[src/hdl/opflags_pkg.sv]
/*
 * Shared constants for the operand address and flag block: register
 * offsets, flag bit positions, reset values and operation encodings.
 * Assumes a single core clock and a synchronous active-high reset.
 */
package opflags_pkg;

   localparam logic [7:0] STATUS_FLAGS_OFFSET          = 8'hfc;
   localparam logic [7:0] WORKING_GROUP_POINTER_OFFSET = 8'hfd;

   localparam logic [7:0] STATUS_FLAGS_RESET           = 8'h00;
   localparam logic [7:0] WORKING_GROUP_POINTER_RESET  = 8'h00;

   // Default flag positions; the top module takes them as parameters.
   localparam int CARRY_POS     = 7;
   localparam int ZERO_POS      = 6;
   localparam int SIGN_POS      = 5;
   localparam int OVERFLOW_POS  = 4;
   localparam int DECIMAL_POS   = 3;
   localparam int HALF_POS      = 2;
   localparam int USER_TWO_POS  = 1;
   localparam int USER_ONE_POS  = 0;

   localparam logic [7:0] PAIR_WORKING_MAX  = 8'h0e;
   localparam logic [7:0] PAIR_ABSOLUTE_MIN = 8'h04;
   localparam logic [7:0] PAIR_ABSOLUTE_MAX = 8'hee;

   typedef enum logic [2:0] {
      MODE_REGISTER  = 3'h0,
      MODE_WORKING   = 3'h1,
      MODE_INDIRECT  = 3'h2,
      MODE_INDEXED   = 3'h3,
      MODE_DIRECT    = 3'h4,
      MODE_RELATIVE  = 3'h5,
      MODE_IMMEDIATE = 3'h6
   } addr_mode_type;

   typedef enum logic [3:0] {
      FOP_NONE      = 4'h0,
      FOP_ADD       = 4'h1,
      FOP_SUB       = 4'h2,
      FOP_LOGIC     = 4'h3,
      FOP_TEST      = 4'h4,
      FOP_ROTATE    = 4'h5,
      FOP_CARRY_SET = 4'h6,
      FOP_CARRY_CLR = 4'h7,
      FOP_CARRY_INV = 4'h8,
      FOP_WATCHDOG  = 4'h9,
      FOP_INTERRUPT_RETURN      = 4'ha
   } flag_op_type;

   typedef enum logic [1:0] {
      ST_IDLE = 2'b01,
      ST_HOLD = 2'b10
   } addr_state_type;

endpackage

[src/hdl/operand_address_and_flags.sv]
/*
 * Operand address formation and status flag register of an 8-bit core.
 * Holds the flag and register pointer registers at their register-file
 * offsets and updates the flags from ALU results each cycle.
 * Assumes the decoder issues one flag operation per cycle and that the
 * register file routes writes to offsets 0xfc and 0xfd through here.
 */
//
// Behaviour
// - Register file locations use an 8-bit address over the whole range.
// - Memory addresses are 16 bits taken from register pairs.
// - Working address joins pointer upper nibble with 4-bit register number.
// - Register pair operands are even: 0-14 working, 4-238 absolute.
// - Register mode uses the named register contents as the operand.
// - Indirect mode uses register contents as address; pairs give 16 bits.
// - Indexed address is register address plus a working register.
// - Direct mode supplies the full next instruction address.
// - Relative target is next-instruction address plus signed 8-bit offset.
// - Immediate operand comes from the instruction operand field.
// - Flag register at 0xfc holds six status flags.
// - Two user flags change only by explicit writes and interrupt return.
// - Watchdog refresh forces zero to one, sign and overflow to zero.
// - Arithmetic carry reflects carry out of or borrow into bit 7.
// - Rotate and shift load carry with the last bit shifted out.
// - Carry can be set, cleared and inverted by dedicated operations.
// - Interrupt return reloads the whole flag register from the stack.
// - Arithmetic and logical results set zero when the result is zero.
// - Test under mask sets zero when the masked result is zero.
// - Rotate and shift set zero when the resulting byte is zero.
// - Sign copies the result's most significant bit.
// - Overflow flags signed range violations; logical operations clear it.
// - Decimal-adjust flag is set after subtraction and cleared after addition.
// - Half carry marks a carry or borrow at bit 3.
`timescale 1ns/1ps
module operand_address_and_flags #(
   parameter int CARRY_POS    = opflags_pkg::CARRY_POS,
   parameter int ZERO_POS     = opflags_pkg::ZERO_POS,
   parameter int SIGN_POS     = opflags_pkg::SIGN_POS,
   parameter int OVERFLOW_POS = opflags_pkg::OVERFLOW_POS,
   parameter int DECIMAL_POS  = opflags_pkg::DECIMAL_POS,
   parameter int HALF_POS     = opflags_pkg::HALF_POS,
   parameter int USER_TWO_POS = opflags_pkg::USER_TWO_POS,
   parameter int USER_ONE_POS = opflags_pkg::USER_ONE_POS
) (
   input  wire logic                        clk_i,
   input  wire logic                        srst_i,
   // Register-file port for the two mapped registers.
   input  wire logic                        reg_wr_i,
   input  wire logic [7:0]                  reg_addr_i,
   input  wire logic [7:0]                  reg_wdata_i,
   output logic      [7:0]                  reg_rdata_o,
   // Operand addressing.
   input  wire opflags_pkg::addr_mode_type  mode_i,
   input  wire logic                        addr_valid_i,
   input  wire logic [7:0]                  reg_field_i,
   input  wire logic [3:0]                  work_num_i,
   input  wire logic                        pair_op_i,
   input  wire logic                        pair_working_i,
   input  wire logic [7:0]                  index_value_i,
   input  wire logic [7:0]                  reg_value_i,
   input  wire logic [15:0]                 pair_value_i,
   input  wire logic [15:0]                 direct_i,
   input  wire logic [15:0]                 next_pc_i,
   input  wire logic [7:0]                  displacement_i,
   input  wire logic [7:0]                  immediate_i,
   output logic      [7:0]                  operand_reg_addr_o,
   output logic      [15:0]                 operand_mem_addr_o,
   output logic      [7:0]                  operand_value_o,
   output logic                             operand_done_o,
   output logic                             pair_error_o,
   // Flag update.
   input  wire opflags_pkg::flag_op_type    flag_op_i,
   input  wire logic [7:0]                  op_a_i,
   input  wire logic [7:0]                  op_b_i,
   input  wire logic                        carry_in_i,
   input  wire logic [7:0]                  result_i,
   input  wire logic                        shift_out_i,
   input  wire logic                        shift_overflow_i,
   input  wire logic [7:0]                  stack_flags_i,
   output logic      [7:0]                  status_flags_o,
   output logic      [7:0]                  working_group_pointer_o
);

   logic [7:0]  flags_q;
   logic [7:0]  flags_d;
   logic [7:0]  pointer_q;
   logic [8:0]  add_sum;
   logic [8:0]  sub_diff;
   logic [4:0]  add_low;
   logic [4:0]  sub_low;
   logic        add_ovf;
   logic        sub_ovf;
   logic        pair_bad_d;
   logic        flag_wr;
   logic        pointer_wr;

   function automatic logic is_hit(input logic [7:0] addr, input logic [7:0] offset);
      is_hit = (addr == offset);
   endfunction

   assign flag_wr    = reg_wr_i && is_hit(reg_addr_i, opflags_pkg::STATUS_FLAGS_OFFSET);
   assign pointer_wr = reg_wr_i && is_hit(reg_addr_i,
                                          opflags_pkg::WORKING_GROUP_POINTER_OFFSET);

   operand_address_unit u_addr (
      .clk_i          (clk_i),
      .srst_i         (srst_i),
      .mode_i         (mode_i),
      .valid_i        (addr_valid_i),
      .reg_field_i    (reg_field_i),
      .work_num_i     (work_num_i),
      .index_value_i  (index_value_i),
      .pointer_i      (pointer_q),
      .reg_value_i    (reg_value_i),
      .pair_value_i   (pair_value_i),
      .direct_i       (direct_i),
      .next_pc_i      (next_pc_i),
      .displacement_i (displacement_i),
      .immediate_i    (immediate_i),
      .reg_addr_o     (operand_reg_addr_o),
      .mem_addr_o     (operand_mem_addr_o),
      .operand_o      (operand_value_o),
      .done_o         (operand_done_o)
   );

   // A pair outside the legal even set is reported, not corrected.
   always_comb begin
      pair_bad_d = 1'b0;
      if (pair_op_i) begin
         if (reg_field_i[0]) begin
            pair_bad_d = 1'b1;
         end else if (pair_working_i) begin
            pair_bad_d = reg_field_i > opflags_pkg::PAIR_WORKING_MAX;
         end else begin
            pair_bad_d = (reg_field_i < opflags_pkg::PAIR_ABSOLUTE_MIN) ||
                         (reg_field_i > opflags_pkg::PAIR_ABSOLUTE_MAX);
         end
      end
   end

   always_ff @(posedge clk_i) begin
      if (srst_i) begin
         pair_error_o <= 1'b0;
      end else begin
         pair_error_o <= addr_valid_i && pair_bad_d;
      end
   end

   assign add_sum  = {1'b0, op_a_i} + {1'b0, op_b_i} + {8'h00, carry_in_i};
   assign sub_diff = {1'b0, op_a_i} - {1'b0, op_b_i} - {8'h00, carry_in_i};
   assign add_low  = {1'b0, op_a_i[3:0]} + {1'b0, op_b_i[3:0]} + {4'h0, carry_in_i};
   assign sub_low  = {1'b0, op_a_i[3:0]} - {1'b0, op_b_i[3:0]} - {4'h0, carry_in_i};
   assign add_ovf  = (op_a_i[7] == op_b_i[7]) && (result_i[7] != op_a_i[7]);
   assign sub_ovf  = (op_a_i[7] != op_b_i[7]) && (result_i[7] != op_a_i[7]);

   // User flags are touched here only by interrupt return, otherwise only by a direct register write.
   always_comb begin
      flags_d = flags_q;
      case (flag_op_i)
         opflags_pkg::FOP_ADD: begin
            flags_d[CARRY_POS]    = add_sum[8];
            flags_d[ZERO_POS]     = (result_i == 8'h00);
            flags_d[SIGN_POS]     = result_i[7];
            flags_d[OVERFLOW_POS] = add_ovf;
            flags_d[DECIMAL_POS]  = 1'b0;
            flags_d[HALF_POS]     = add_low[4];
         end
         opflags_pkg::FOP_SUB: begin
            flags_d[CARRY_POS]    = sub_diff[8];
            flags_d[ZERO_POS]     = (result_i == 8'h00);
            flags_d[SIGN_POS]     = result_i[7];
            flags_d[OVERFLOW_POS] = sub_ovf;
            flags_d[DECIMAL_POS]  = 1'b1;
            flags_d[HALF_POS]     = sub_low[4];
         end
         opflags_pkg::FOP_LOGIC: begin
            flags_d[ZERO_POS]     = (result_i == 8'h00);
            flags_d[SIGN_POS]     = result_i[7];
            flags_d[OVERFLOW_POS] = 1'b0;
         end
         opflags_pkg::FOP_TEST: begin
            flags_d[ZERO_POS]     = (result_i == 8'h00);
            flags_d[SIGN_POS]     = result_i[7];
            flags_d[OVERFLOW_POS] = 1'b0;
         end
         opflags_pkg::FOP_ROTATE: begin
            flags_d[CARRY_POS]    = shift_out_i;
            flags_d[ZERO_POS]     = (result_i == 8'h00);
            flags_d[SIGN_POS]     = result_i[7];
            flags_d[OVERFLOW_POS] = shift_overflow_i;
         end
         opflags_pkg::FOP_CARRY_SET: begin
            flags_d[CARRY_POS] = 1'b1;
         end
         opflags_pkg::FOP_CARRY_CLR: begin
            flags_d[CARRY_POS] = 1'b0;
         end
         opflags_pkg::FOP_CARRY_INV: begin
            flags_d[CARRY_POS] = ~flags_q[CARRY_POS];
         end
         opflags_pkg::FOP_WATCHDOG: begin
            flags_d[ZERO_POS]     = 1'b1;
            flags_d[SIGN_POS]     = 1'b0;
            flags_d[OVERFLOW_POS] = 1'b0;
         end
         opflags_pkg::FOP_INTERRUPT_RETURN: begin
            flags_d = stack_flags_i;
         end
         default: begin
            flags_d = flags_q;
         end
      endcase
   end

   // An explicit register write overrides any flag effect in the same cycle.
   always_ff @(posedge clk_i) begin
      if (srst_i) begin
         flags_q <= opflags_pkg::STATUS_FLAGS_RESET;
      end else if (flag_wr) begin
         flags_q <= reg_wdata_i;
      end else begin
         flags_q <= flags_d;
      end
   end

   always_ff @(posedge clk_i) begin
      if (srst_i) begin
         pointer_q <= opflags_pkg::WORKING_GROUP_POINTER_RESET;
      end else if (pointer_wr) begin
         pointer_q <= reg_wdata_i;
      end
   end

   always_ff @(posedge clk_i) begin
      if (srst_i) begin
         reg_rdata_o <= 8'h00;
      end else if (is_hit(reg_addr_i, opflags_pkg::STATUS_FLAGS_OFFSET)) begin
         reg_rdata_o <= flags_q;
      end else if (is_hit(reg_addr_i, opflags_pkg::WORKING_GROUP_POINTER_OFFSET)) begin
         reg_rdata_o <= pointer_q;
      end else begin
         reg_rdata_o <= 8'h00;
      end
   end

   assign status_flags_o          = flags_q;
   assign working_group_pointer_o = pointer_q;

   chk_watchdog_flags: assert property (@(posedge clk_i) disable iff (srst_i)
      (flag_op_i == opflags_pkg::FOP_WATCHDOG && !flag_wr)
      |=> flags_q[ZERO_POS] && !flags_q[SIGN_POS] && !flags_q[OVERFLOW_POS])
      else $error("watchdog flags wrong");
   chk_add_carry: assert property (@(posedge clk_i) disable iff (srst_i)
      (flag_op_i == opflags_pkg::FOP_ADD && !flag_wr)
      |=> flags_q[CARRY_POS] == $past(add_sum[8]) && !flags_q[DECIMAL_POS])
      else $error("add carry or decimal wrong");
   chk_sub_decimal: assert property (@(posedge clk_i) disable iff (srst_i)
      (flag_op_i == opflags_pkg::FOP_SUB && !flag_wr) |=> flags_q[DECIMAL_POS])
      else $error("subtract decimal flag not set");
   chk_rotate_carry: assert property (@(posedge clk_i) disable iff (srst_i)
      (flag_op_i == opflags_pkg::FOP_ROTATE && !flag_wr)
      |=> flags_q[CARRY_POS] == $past(shift_out_i) &&
          flags_q[ZERO_POS] == ($past(result_i) == 8'h00))
      else $error("rotate carry or zero wrong");
   chk_interrupt_return_restore: assert property (@(posedge clk_i) disable iff (srst_i)
      (flag_op_i == opflags_pkg::FOP_INTERRUPT_RETURN && !flag_wr) |=> flags_q == $past(stack_flags_i))
      else $error("interrupt return restore wrong");
   chk_logic_overflow: assert property (@(posedge clk_i) disable iff (srst_i)
      (flag_op_i == opflags_pkg::FOP_LOGIC && !flag_wr)
      |=> !flags_q[OVERFLOW_POS] && flags_q[SIGN_POS] == $past(result_i[7]))
      else $error("logical overflow or sign wrong");
   chk_user_flags: assert property (@(posedge clk_i) disable iff (srst_i)
      !flag_wr |=> (flags_q[USER_ONE_POS] == $past(flags_q[USER_ONE_POS]) &&
                    flags_q[USER_TWO_POS] == $past(flags_q[USER_TWO_POS])) ||
                   $past(flag_op_i) == opflags_pkg::FOP_INTERRUPT_RETURN)
      else $error("user flag changed by operation");
   chk_carry_invert: assert property (@(posedge clk_i) disable iff (srst_i)
      (flag_op_i == opflags_pkg::FOP_CARRY_INV && !flag_wr)
      |=> flags_q[CARRY_POS] != $past(flags_q[CARRY_POS]))
      else $error("carry invert wrong");

endmodule

[src/hdl/operand_address_unit.sv]
/*
 * Operand address former: combines mode, instruction fields, register
 * pointer and register contents into register or 16-bit memory addresses.
 * Assumes the register file supplies operand contents in the same cycle.
 */
`timescale 1ns/1ps
module operand_address_unit (
   input  wire logic                        clk_i,
   input  wire logic                        srst_i,
   input  wire opflags_pkg::addr_mode_type  mode_i,
   input  wire logic                        valid_i,
   input  wire logic [7:0]                  reg_field_i,
   input  wire logic [3:0]                  work_num_i,
   input  wire logic [7:0]                  index_value_i,
   input  wire logic [7:0]                  pointer_i,
   input  wire logic [7:0]                  reg_value_i,
   input  wire logic [15:0]                 pair_value_i,
   input  wire logic [15:0]                 direct_i,
   input  wire logic [15:0]                 next_pc_i,
   input  wire logic [7:0]                  displacement_i,
   input  wire logic [7:0]                  immediate_i,
   output logic      [7:0]                  reg_addr_o,
   output logic      [15:0]                 mem_addr_o,
   output logic      [7:0]                  operand_o,
   output logic                             done_o
);

   opflags_pkg::addr_state_type state_q;
   logic [7:0]  reg_addr_d;
   logic [15:0] mem_addr_d;
   logic [7:0]  operand_d;
   logic [7:0]  work_addr;

   assign work_addr = {pointer_i[7:4], work_num_i};

   always_comb begin
      reg_addr_d = reg_addr_o;
      mem_addr_d = mem_addr_o;
      operand_d  = operand_o;
      case (mode_i)
         opflags_pkg::MODE_REGISTER: begin
            reg_addr_d = reg_field_i;
            operand_d  = reg_value_i;
         end
         opflags_pkg::MODE_WORKING: begin
            reg_addr_d = work_addr;
            operand_d  = reg_value_i;
         end
         opflags_pkg::MODE_INDIRECT: begin
            reg_addr_d = reg_value_i;
            mem_addr_d = pair_value_i;
         end
         opflags_pkg::MODE_INDEXED: begin
            reg_addr_d = 8'(reg_field_i + index_value_i);
         end
         opflags_pkg::MODE_DIRECT: begin
            mem_addr_d = direct_i;
         end
         opflags_pkg::MODE_RELATIVE: begin
            mem_addr_d = 16'(next_pc_i + {{8{displacement_i[7]}}, displacement_i});
         end
         opflags_pkg::MODE_IMMEDIATE: begin
            operand_d = immediate_i;
         end
         default: begin
            operand_d = operand_o;
         end
      endcase
   end

   always_ff @(posedge clk_i) begin
      if (srst_i) begin
         state_q    <= opflags_pkg::ST_IDLE;
         reg_addr_o <= 8'h00;
         mem_addr_o <= 16'h0000;
         operand_o  <= 8'h00;
         done_o     <= 1'b0;
      end else begin
         case (state_q)
            opflags_pkg::ST_IDLE: begin
               done_o <= valid_i;
               if (valid_i) begin
                  reg_addr_o <= reg_addr_d;
                  mem_addr_o <= mem_addr_d;
                  operand_o  <= operand_d;
                  state_q    <= opflags_pkg::ST_HOLD;
               end
            end
            opflags_pkg::ST_HOLD: begin
               done_o  <= 1'b0;
               state_q <= opflags_pkg::ST_IDLE;
            end
            default: begin
               done_o  <= 1'b0;
               state_q <= opflags_pkg::ST_IDLE;
            end
         endcase
      end
   end

   chk_relative_target: assert property (@(posedge clk_i) disable iff (srst_i)
      (state_q == opflags_pkg::ST_IDLE && valid_i && mode_i == opflags_pkg::MODE_RELATIVE)
      |=> mem_addr_o == 16'($past(next_pc_i) + {{8{$past(displacement_i[7])}},
                                                $past(displacement_i)}))
      else $error("relative target wrong");
   chk_working_addr: assert property (@(posedge clk_i) disable iff (srst_i)
      (state_q == opflags_pkg::ST_IDLE && valid_i && mode_i == opflags_pkg::MODE_WORKING)
      |=> reg_addr_o == {$past(pointer_i[7:4]), $past(work_num_i)})
      else $error("working address wrong");
   chk_indexed_addr: assert property (@(posedge clk_i) disable iff (srst_i)
      (state_q == opflags_pkg::ST_IDLE && valid_i && mode_i == opflags_pkg::MODE_INDEXED)
      |=> reg_addr_o == 8'($past(reg_field_i) + $past(index_value_i)))
      else $error("indexed address wrong");
   chk_done_pulse: assert property (@(posedge clk_i) disable iff (srst_i)
      done_o |=> !done_o)
      else $error("done longer than one cycle");

endmodule

[config.mk]
export PLATFORM = sky130hd
export DESIGN_NAME = operand_address_and_flags
export DESIGN_NICKNAME = d
export VERILOG_FILES = /design/src/hdl/opflags_pkg.sv /design/src/hdl/operand_address_and_flags.sv /design/src/hdl/operand_address_unit.sv
export SDC_FILE = /design/constraint.sdc
export NUM_CORES = 1
export LEC_CHECK = 0
export ABC_AREA = 1
export BUFFER_PORTS_ARGS = -buffer_cell sky130_fd_sc_hd__buf_2
export CELL_PAD_IN_SITES_DETAIL_PLACEMENT = 2
export CELL_PAD_IN_SITES_GLOBAL_PLACEMENT = 2
export CORE_MARGIN = 2
export CORE_UTILIZATION = 24
export CTS_CLUSTER_SIZE = 28
export DETAILED_ROUTE_END_ITERATION = 16
export GPL_TIMING_DRIVEN = 0
export PLACE_DENSITY_LB_ADDON = 0.05
export SLEW_MARGIN = 5
export SYNTH_ARGS = -nofsm -noshare
export SYNTH_HDL_FRONTEND = slang
export SYNTH_SLANG_ARGS = --single-unit
[constraint.sdc]
create_clock -name clk_i -period 2.05 [get_ports clk_i]
set_input_delay 0.205 -clock clk_i [delete_from_list [all_inputs] [get_ports clk_i]]
set_output_delay 0.205 -clock clk_i [all_outputs]
set_load 0.03 [all_outputs]
==> flow_summary.ini, run 1 <==
[outcome]
status = finished clean

[power_and_ir_drop]
ir_drop_mv = 0.415
power_density_nw_per_um2 = 604
p_leak_uw = 0.00326
total_power_uw = 3860

[timing]
max_freq_mhz = 605
worst_slew_pin_slew_ns = 0.635
finalCritPeriodShare_pct = 80.6
hold_viol = 0
setup_tns_ns = 0
skew_ns = 0.00295
final-setup-viol-count = 0
relSlewSlack_pct = 57.6
rsz0062_at_grt = false
maxSlewViolCount = 0
min_period_ns = 1.65

[detailed_routing]
vias_per_cell = 4.84
dr_total_vias = 5771
drtAntennaViolNets = 0
post-route-drc-count = 0
firstDrtPassIters = 4
initialDrtViolationCount = 144
wl_mm = 21.0
routedWlPerCell_um = 17.6

[cells_and_area]
fin_nets = 1122
syn2layout_area_growth_pct = 35.6
seq_area_um2 = 1200
drive_gt1_share_pct = 28.3
final_cells = 1193
multi_input_area_um2 = 3060
fillers = 2410
fin_util_pct = 33.0

[cts]
path_clk_slew_ns = 0.05
cts_made_buffers = 9
cts-root-buf = clkbuf_16
clk_latency_ns = 0.34
ctsHtreeMaxLevel = 3
cts_setup_buffers = 0
cts_max_path_buffers = 2
cts_sinks = 60
cts_hold_buffers = 0
cts_tree = yes
post_cts_resized = 0

[die]
fp-row-count = 51
ios = 214
fp.dieArea_um2 = 20800
start_util_pct = 24.3
core-area_um2 = 19400
die_h_um = 144
fp.dieW_um = 144

[critical_path]
cp_max_fo = 2
worstSetupStartpoint = op_b_i[0]
crit_path_start_kind = input port
r2r_start = u_addr.state_q[0]$_SDFFE_PP1P_
critPathRequiredTime_ns = 2.32
crit_chain = buf_2, inv_1, ha_1, a21o_1, ha_1, nand2_1, nand2_1, nand2_1, nand2_1, nand2_1, nand2_1, nand2_1, nand3_1, nand2_1, nand3_1, a21oi_1
cpMostUsedCell = nand2_1
critPathBufInv = 2
worstSetupPathType = in -> reg
crit_path_end_kind = register
critPathArrivalTime_ns = 1.92
crit_path_max_incr_delay_ns = 0.27
cpMaxStageDelayCell = ha_1
crit_family = simple AND/OR/NAND/NOR gates

[synthesis]
ys_types = 42
postSynthAreaPerCell_um2 = 6.76
synth_top_flop_cell = dfxtp_1
syn-num-nets = 899
ys_ff_latch = 60
synth_edf_count = 0
ys_warn_count = 0
seq_area_frac_synth_pct = 25.5
async_flop_share_pct = 0
syn_inst = 698
syn-cell-area_um2 = 4720

[global_routing]
antenna_found_initial = 1
grt-ovfl-total = 0
grt_pass1_wl_mm = 32.4
grt_pass1_vias = 6320
grt.total_usage_pct = 20.1
grt_max_degree = 11

[placement]
port_buffers = 212
place_congestion = 0.785
hpwlAfterDp_mm = 17.7
placed_cells = 1175

[min_path]
hold_path_class = in -> reg
min_from = srst_i

[job]
maxCapViolations = 0
cells in the mapped netlist, types with 2 or more instances:
cell | n | area [um^2]
a21o_1 | 5 | 37.5
a21oi_1 | 80 | 400
a221oi_1 | 10 | 87.6
a22o_1 | 2 | 17.5
a31oi_1 | 13 | 81.3
a41oi_1 | 2 | 17.5
buf_2 | 6 | 30.0
buf_4 | 2 | 15.0
buf_6 | 5 | 56.3
clkbuf_1 | 7 | 26.3
dfxtp_1 | 60 | 1200
fa_1 | 2 | 40.0
ha_1 | 43 | 538
inv_1 | 79 | 297
inv_2 | 5 | 18.8
nand2_1 | 155 | 582
nand2_2 | 3 | 18.8
nand3_1 | 60 | 300
nand3_2 | 2 | 20.0
nand3_4 | 2 | 35.0
nand3b_1 | 7 | 52.6
nand4_1 | 22 | 138
nor2_1 | 33 | 124
nor2_2 | 2 | 12.5
nor3_1 | 4 | 20.0
nor3_4 | 3 | 48.8
nor4_1 | 2 | 12.5
o211ai_1 | 6 | 45.0
o21a_1 | 2 | 15.0
o21ai_0 | 56 | 280
o21ai_2 | 2 | 17.5
o21bai_1 | 2 | 15.0
or2_2 | 3 | 18.8
xor2_1 | 3 | 26.3
stage by stage:
stage,hold WS [ns],setup WS [ns],area [um^2]
floorplan,0.289,0.431,4720
global placement,0.453,0.111,6110
detailed placement,0.462,0.0211,6110
CTS,0.101,0.383,6390
global route,0.126,0.184,6390
finish,0.107,0.398,6400
final cells by class:
cell class	count	area share [%]
clock buffers	15	4.34
repair buffers	212	16.6
diodes	2	0.0782
well taps	265	5.18
plain buffers	21	2.21
flip-flops and latches	60	18.8
inverters	84	4.93
clock inverters	1	0.0782
multi-input cells	533	47.8
power by group:
group | internal (uW) | leakage [uW] | switching (uW) | total (uW)
Sequential | 1220 | 0.000489 | 34.4 | 1260
Combinational | 410 | 0.00263 | 713 | 1120
Clock | 917 | 0.000140 | 566 | 1480
Total | 2550 | 0.00326 | 1310 | 3860
flip-flops by register name (all words and copies together), names as in the netlist:
signal,count
reg_rdata_o,8
u_addr.reg_addr_o,8
working_group_pointer_o,8
u_addr.mem_addr_o,16
pair_error_o,1
status_flags_o,8
u_addr.state_q,2
u_addr.done_o,1
u_addr.operand_o,8
per-layer routing:
metal / global-route usage, % / wire [um] / share of wire, %
met5: 0 / 0 / 0
met1: 24.3 / 9280 / 44
met4: 4.04 / 224 / 1.1
met3: 5.13 / 1120 / 5.3
met2: 36.2 / 10300 / 49
cells in the final DEF, fill, tap and decap left out, types with 4 or more instances in the layout:
| cell type | synthesis | layout |
|---|---|---|
| a31oi_1 | 13 | 13 |
| a21o_1 | 5 | 5 |
| nor2_1 | 33 | 33 |
| nand3b_1 | 7 | 7 |
| nand4_1 | 22 | 22 |
| buf_6 | 5 | 5 |
| nand3_1 | 60 | 60 |
| buf_2 | 6 | 218 |
| nor3_1 | 4 | 4 |
| ha_1 | 43 | 43 |
| inv_1 | 79 | 79 |
| inv_2 | 5 | 5 |
| nand2_1 | 155 | 155 |
| dfxtp_1 | 60 | 60 |
| a221oi_1 | 10 | 10 |
| clkbuf_8 | 1 | 4 |
| a21oi_1 | 80 | 80 |
| o211ai_1 | 6 | 6 |
| clkbuf_1 | 7 | 10 |
| clkbuf_16 | 0 | 9 |
| o21ai_0 | 56 | 56 |
cell families (layout without fill, tap and decap cells):
logic type                 after synthesis  count (layout)  synth area share, %
AOI/OAI and AO/OA                      183             183                 21.9
adders and majority gates               45              45                 12.2
xor gates and xnor gates                 4               4                0.742
buffers and inverters                  105             333                 9.68
and+or+nand+nor                        301             301                 30.0
other                                    0               2                    0
DFF                                     60              60                 25.5
worst paths after layout:
| kind | end | slack [ns] | cells past startpoint |
|---|---|---|---|
| worst max-delay path | status_flags_o[7]$_SDFFE_PP0P_ | 0.40 | 16 |
| worst min-delay path | u_addr.done_o$_SDFF_PP0_ | 0.11 | 2 |
| worst max register to register | u_addr.reg_addr_o[7]$_SDFFE_PP0P_ | 0.47 | 9 |
| worst min register to register | working_group_pointer_o[2]$_SDFFE_PP0P_ | 0.47 | 2 |
Power figures use the tool's default switching activity.
==> inputs of run 2 (changes only) <==
clock period = 1.6 ns   (was 2.05 ns; I/O delays follow)
==> flow_summary.ini, run 2 (synthesized netlist as in run 1, its figures left out) <==
[outcome]
status = finished clean

[global_routing]
grt_max_degree = 11
grt-ovfl-total = 0
grt_pass1_wl_mm = 32.4
grt_pass1_vias = 6330
grt.total_usage_pct = 20.1
antenna_found_initial = 1

[detailed_routing]
firstDrtPassIters = 4
initialDrtViolationCount = 144
dr_total_vias = 5845
vias_per_cell = 4.90
routedWlPerCell_um = 17.7
drtAntennaViolNets = 0
wl_mm = 21.1
post-route-drc-count = 0

[cts]
ctsHtreeMaxLevel = 3
cts-root-buf = clkbuf_16
cts_max_path_buffers = 2
clk_latency_ns = 0.34
cts_made_buffers = 9
path_clk_slew_ns = 0.05
cts_sinks = 60
cts_tree = yes
cts_setup_buffers = 0

[power_and_ir_drop]
ir_drop_mv = 0.531
total_power_uw = 4990
power_density_nw_per_um2 = 768
p_leak_uw = 0.00328

[critical_path]
cp_max_fo = 2
crit_path_end_kind = register
critPathArrivalTime_ns = 1.82
critPathRequiredTime_ns = 1.87
r2r_cells = 8
worstSetupPathType = in -> reg
crit_path_start_kind = input port

[cells_and_area]
layout_common_cells = 216 x buf_2, 151 x nand2_1, 78 x a21oi_1
drive_gt1_share_pct = 30.2
final_common_cell = buf_2
final_cells = 1193
largest_register_ff_count = 16
fin_area_um2 = 6500
syn2layout_area_growth_pct = 37.6
fin_nets = 1122
top_register = u_addr.mem_addr_o

[placement]
placed_cells = 1175
hpwlAfterDp_mm = 17.7
place_congestion = 0.785
port_buffers = 212
preCtsSetupSlack_ns = -0.384
place_area_um2 = 6110

[min_path]
hold_path_class = in -> reg
holdPathStages = 2

[timing]
worst_slew_pin_slew_ns = 0.633
maxSlewViolCount = 0
final-setup-viol-count = 0
min_period_ns = 1.54
skew_ns = 0.00281
max_freq_mhz = 649
setup_ws_ns = 0.0584
relSlewSlack_pct = 57.8
hold_viol = 0
finalCritPeriodShare_pct = 96.3
rsz0062_at_grt = true
fin_hold_ws_ns = 0.0635

[die]
fp.dieArea_um2 = 20800
fp-row-count = 51
core-area_um2 = 19400
start_util_pct = 24.3
die_h_um = 144
fp.dieW_um = 144
ios = 214

[job]
maxCapViolations = 0
## run 2: what timing repair did
item | in CTS | in global routing
setup endpoints to repair | 2 | 8
resized for setup | 2 | 24
hold buffers | 0 | 0
pin swaps | 0 | 10
## run 2: metrics by stage
step | util [%] | TNS (ns)
floorplan | - | 0
global placement | 31.5 | -2.88
detailed placement | 31.5 | -5.45
CTS | 33.0 | -0.00155
global route | 33.5 | -0.114
finish | 33.5 | 0
## run 2: area by class of cell
type                    count  area (um^2)
inverters                  84          320
clock buffers              15          278
flip-flops and latches     60         1200
plain buffers              21          143
repair buffers            212         1080
multi-input cells         533         3140
diodes                      2         5.00
fillers                  2395        12900
well taps                 265          332
clock inverters             1         5.00
## run 2: critical path, cell delays in order
cell and delay, ns:
buf_8 0.10, inv_4 0.05, ha_4 0.19, a21o_1 0.17
ha_1 0.29, nand2_1 0.08, nand2_1 0.06, nand2_2 0.10
nand2_4 0.06, nand2_2 0.07, nand2_1 0.05, nand2_1 0.06
nand3_1 0.06, nand2_1 0.10, nand3_2 0.08, a21oi_2 0.14
## run 2: final timing paths
path	from	endpoint	slack, ns
max reg2reg	u_addr.state_q[0]$_SDFFE_PP1P_	u_addr.mem_addr_o[8]$_SDFFE_PP0P_	0.18
max	carry_in_i	status_flags_o[7]$_SDFFE_PP0P_	0.06
min	srst_i	u_addr.done_o$_SDFF_PP0_	0.06
min reg2reg	working_group_pointer_o[2]$_SDFFE_PP0P_	working_group_pointer_o[2]$_SDFFE_PP0P_	0.47
## run 2: layer usage
layer / vias to the layer above / routed length, um / share of wire [%] / global-route usage, %
met4: 0 / 230 / 1.1 / 4.04
met3: 18 / 1200 / 5.7 / 5.13
met1: 2801 / 9170 / 44 / 24.3
met2: 166 / 10500 / 50 / 36.2
li1: 2860 / - / - / -
met5: - / 0 / 0 / 0
## run 2: where the power goes
part           internal [uW]  total [uW]  switching [uW]
clock                   1170        1890             719
sequential              1570        1610            43.7
combinational            547        1480             936
total                   3290        4990            1700
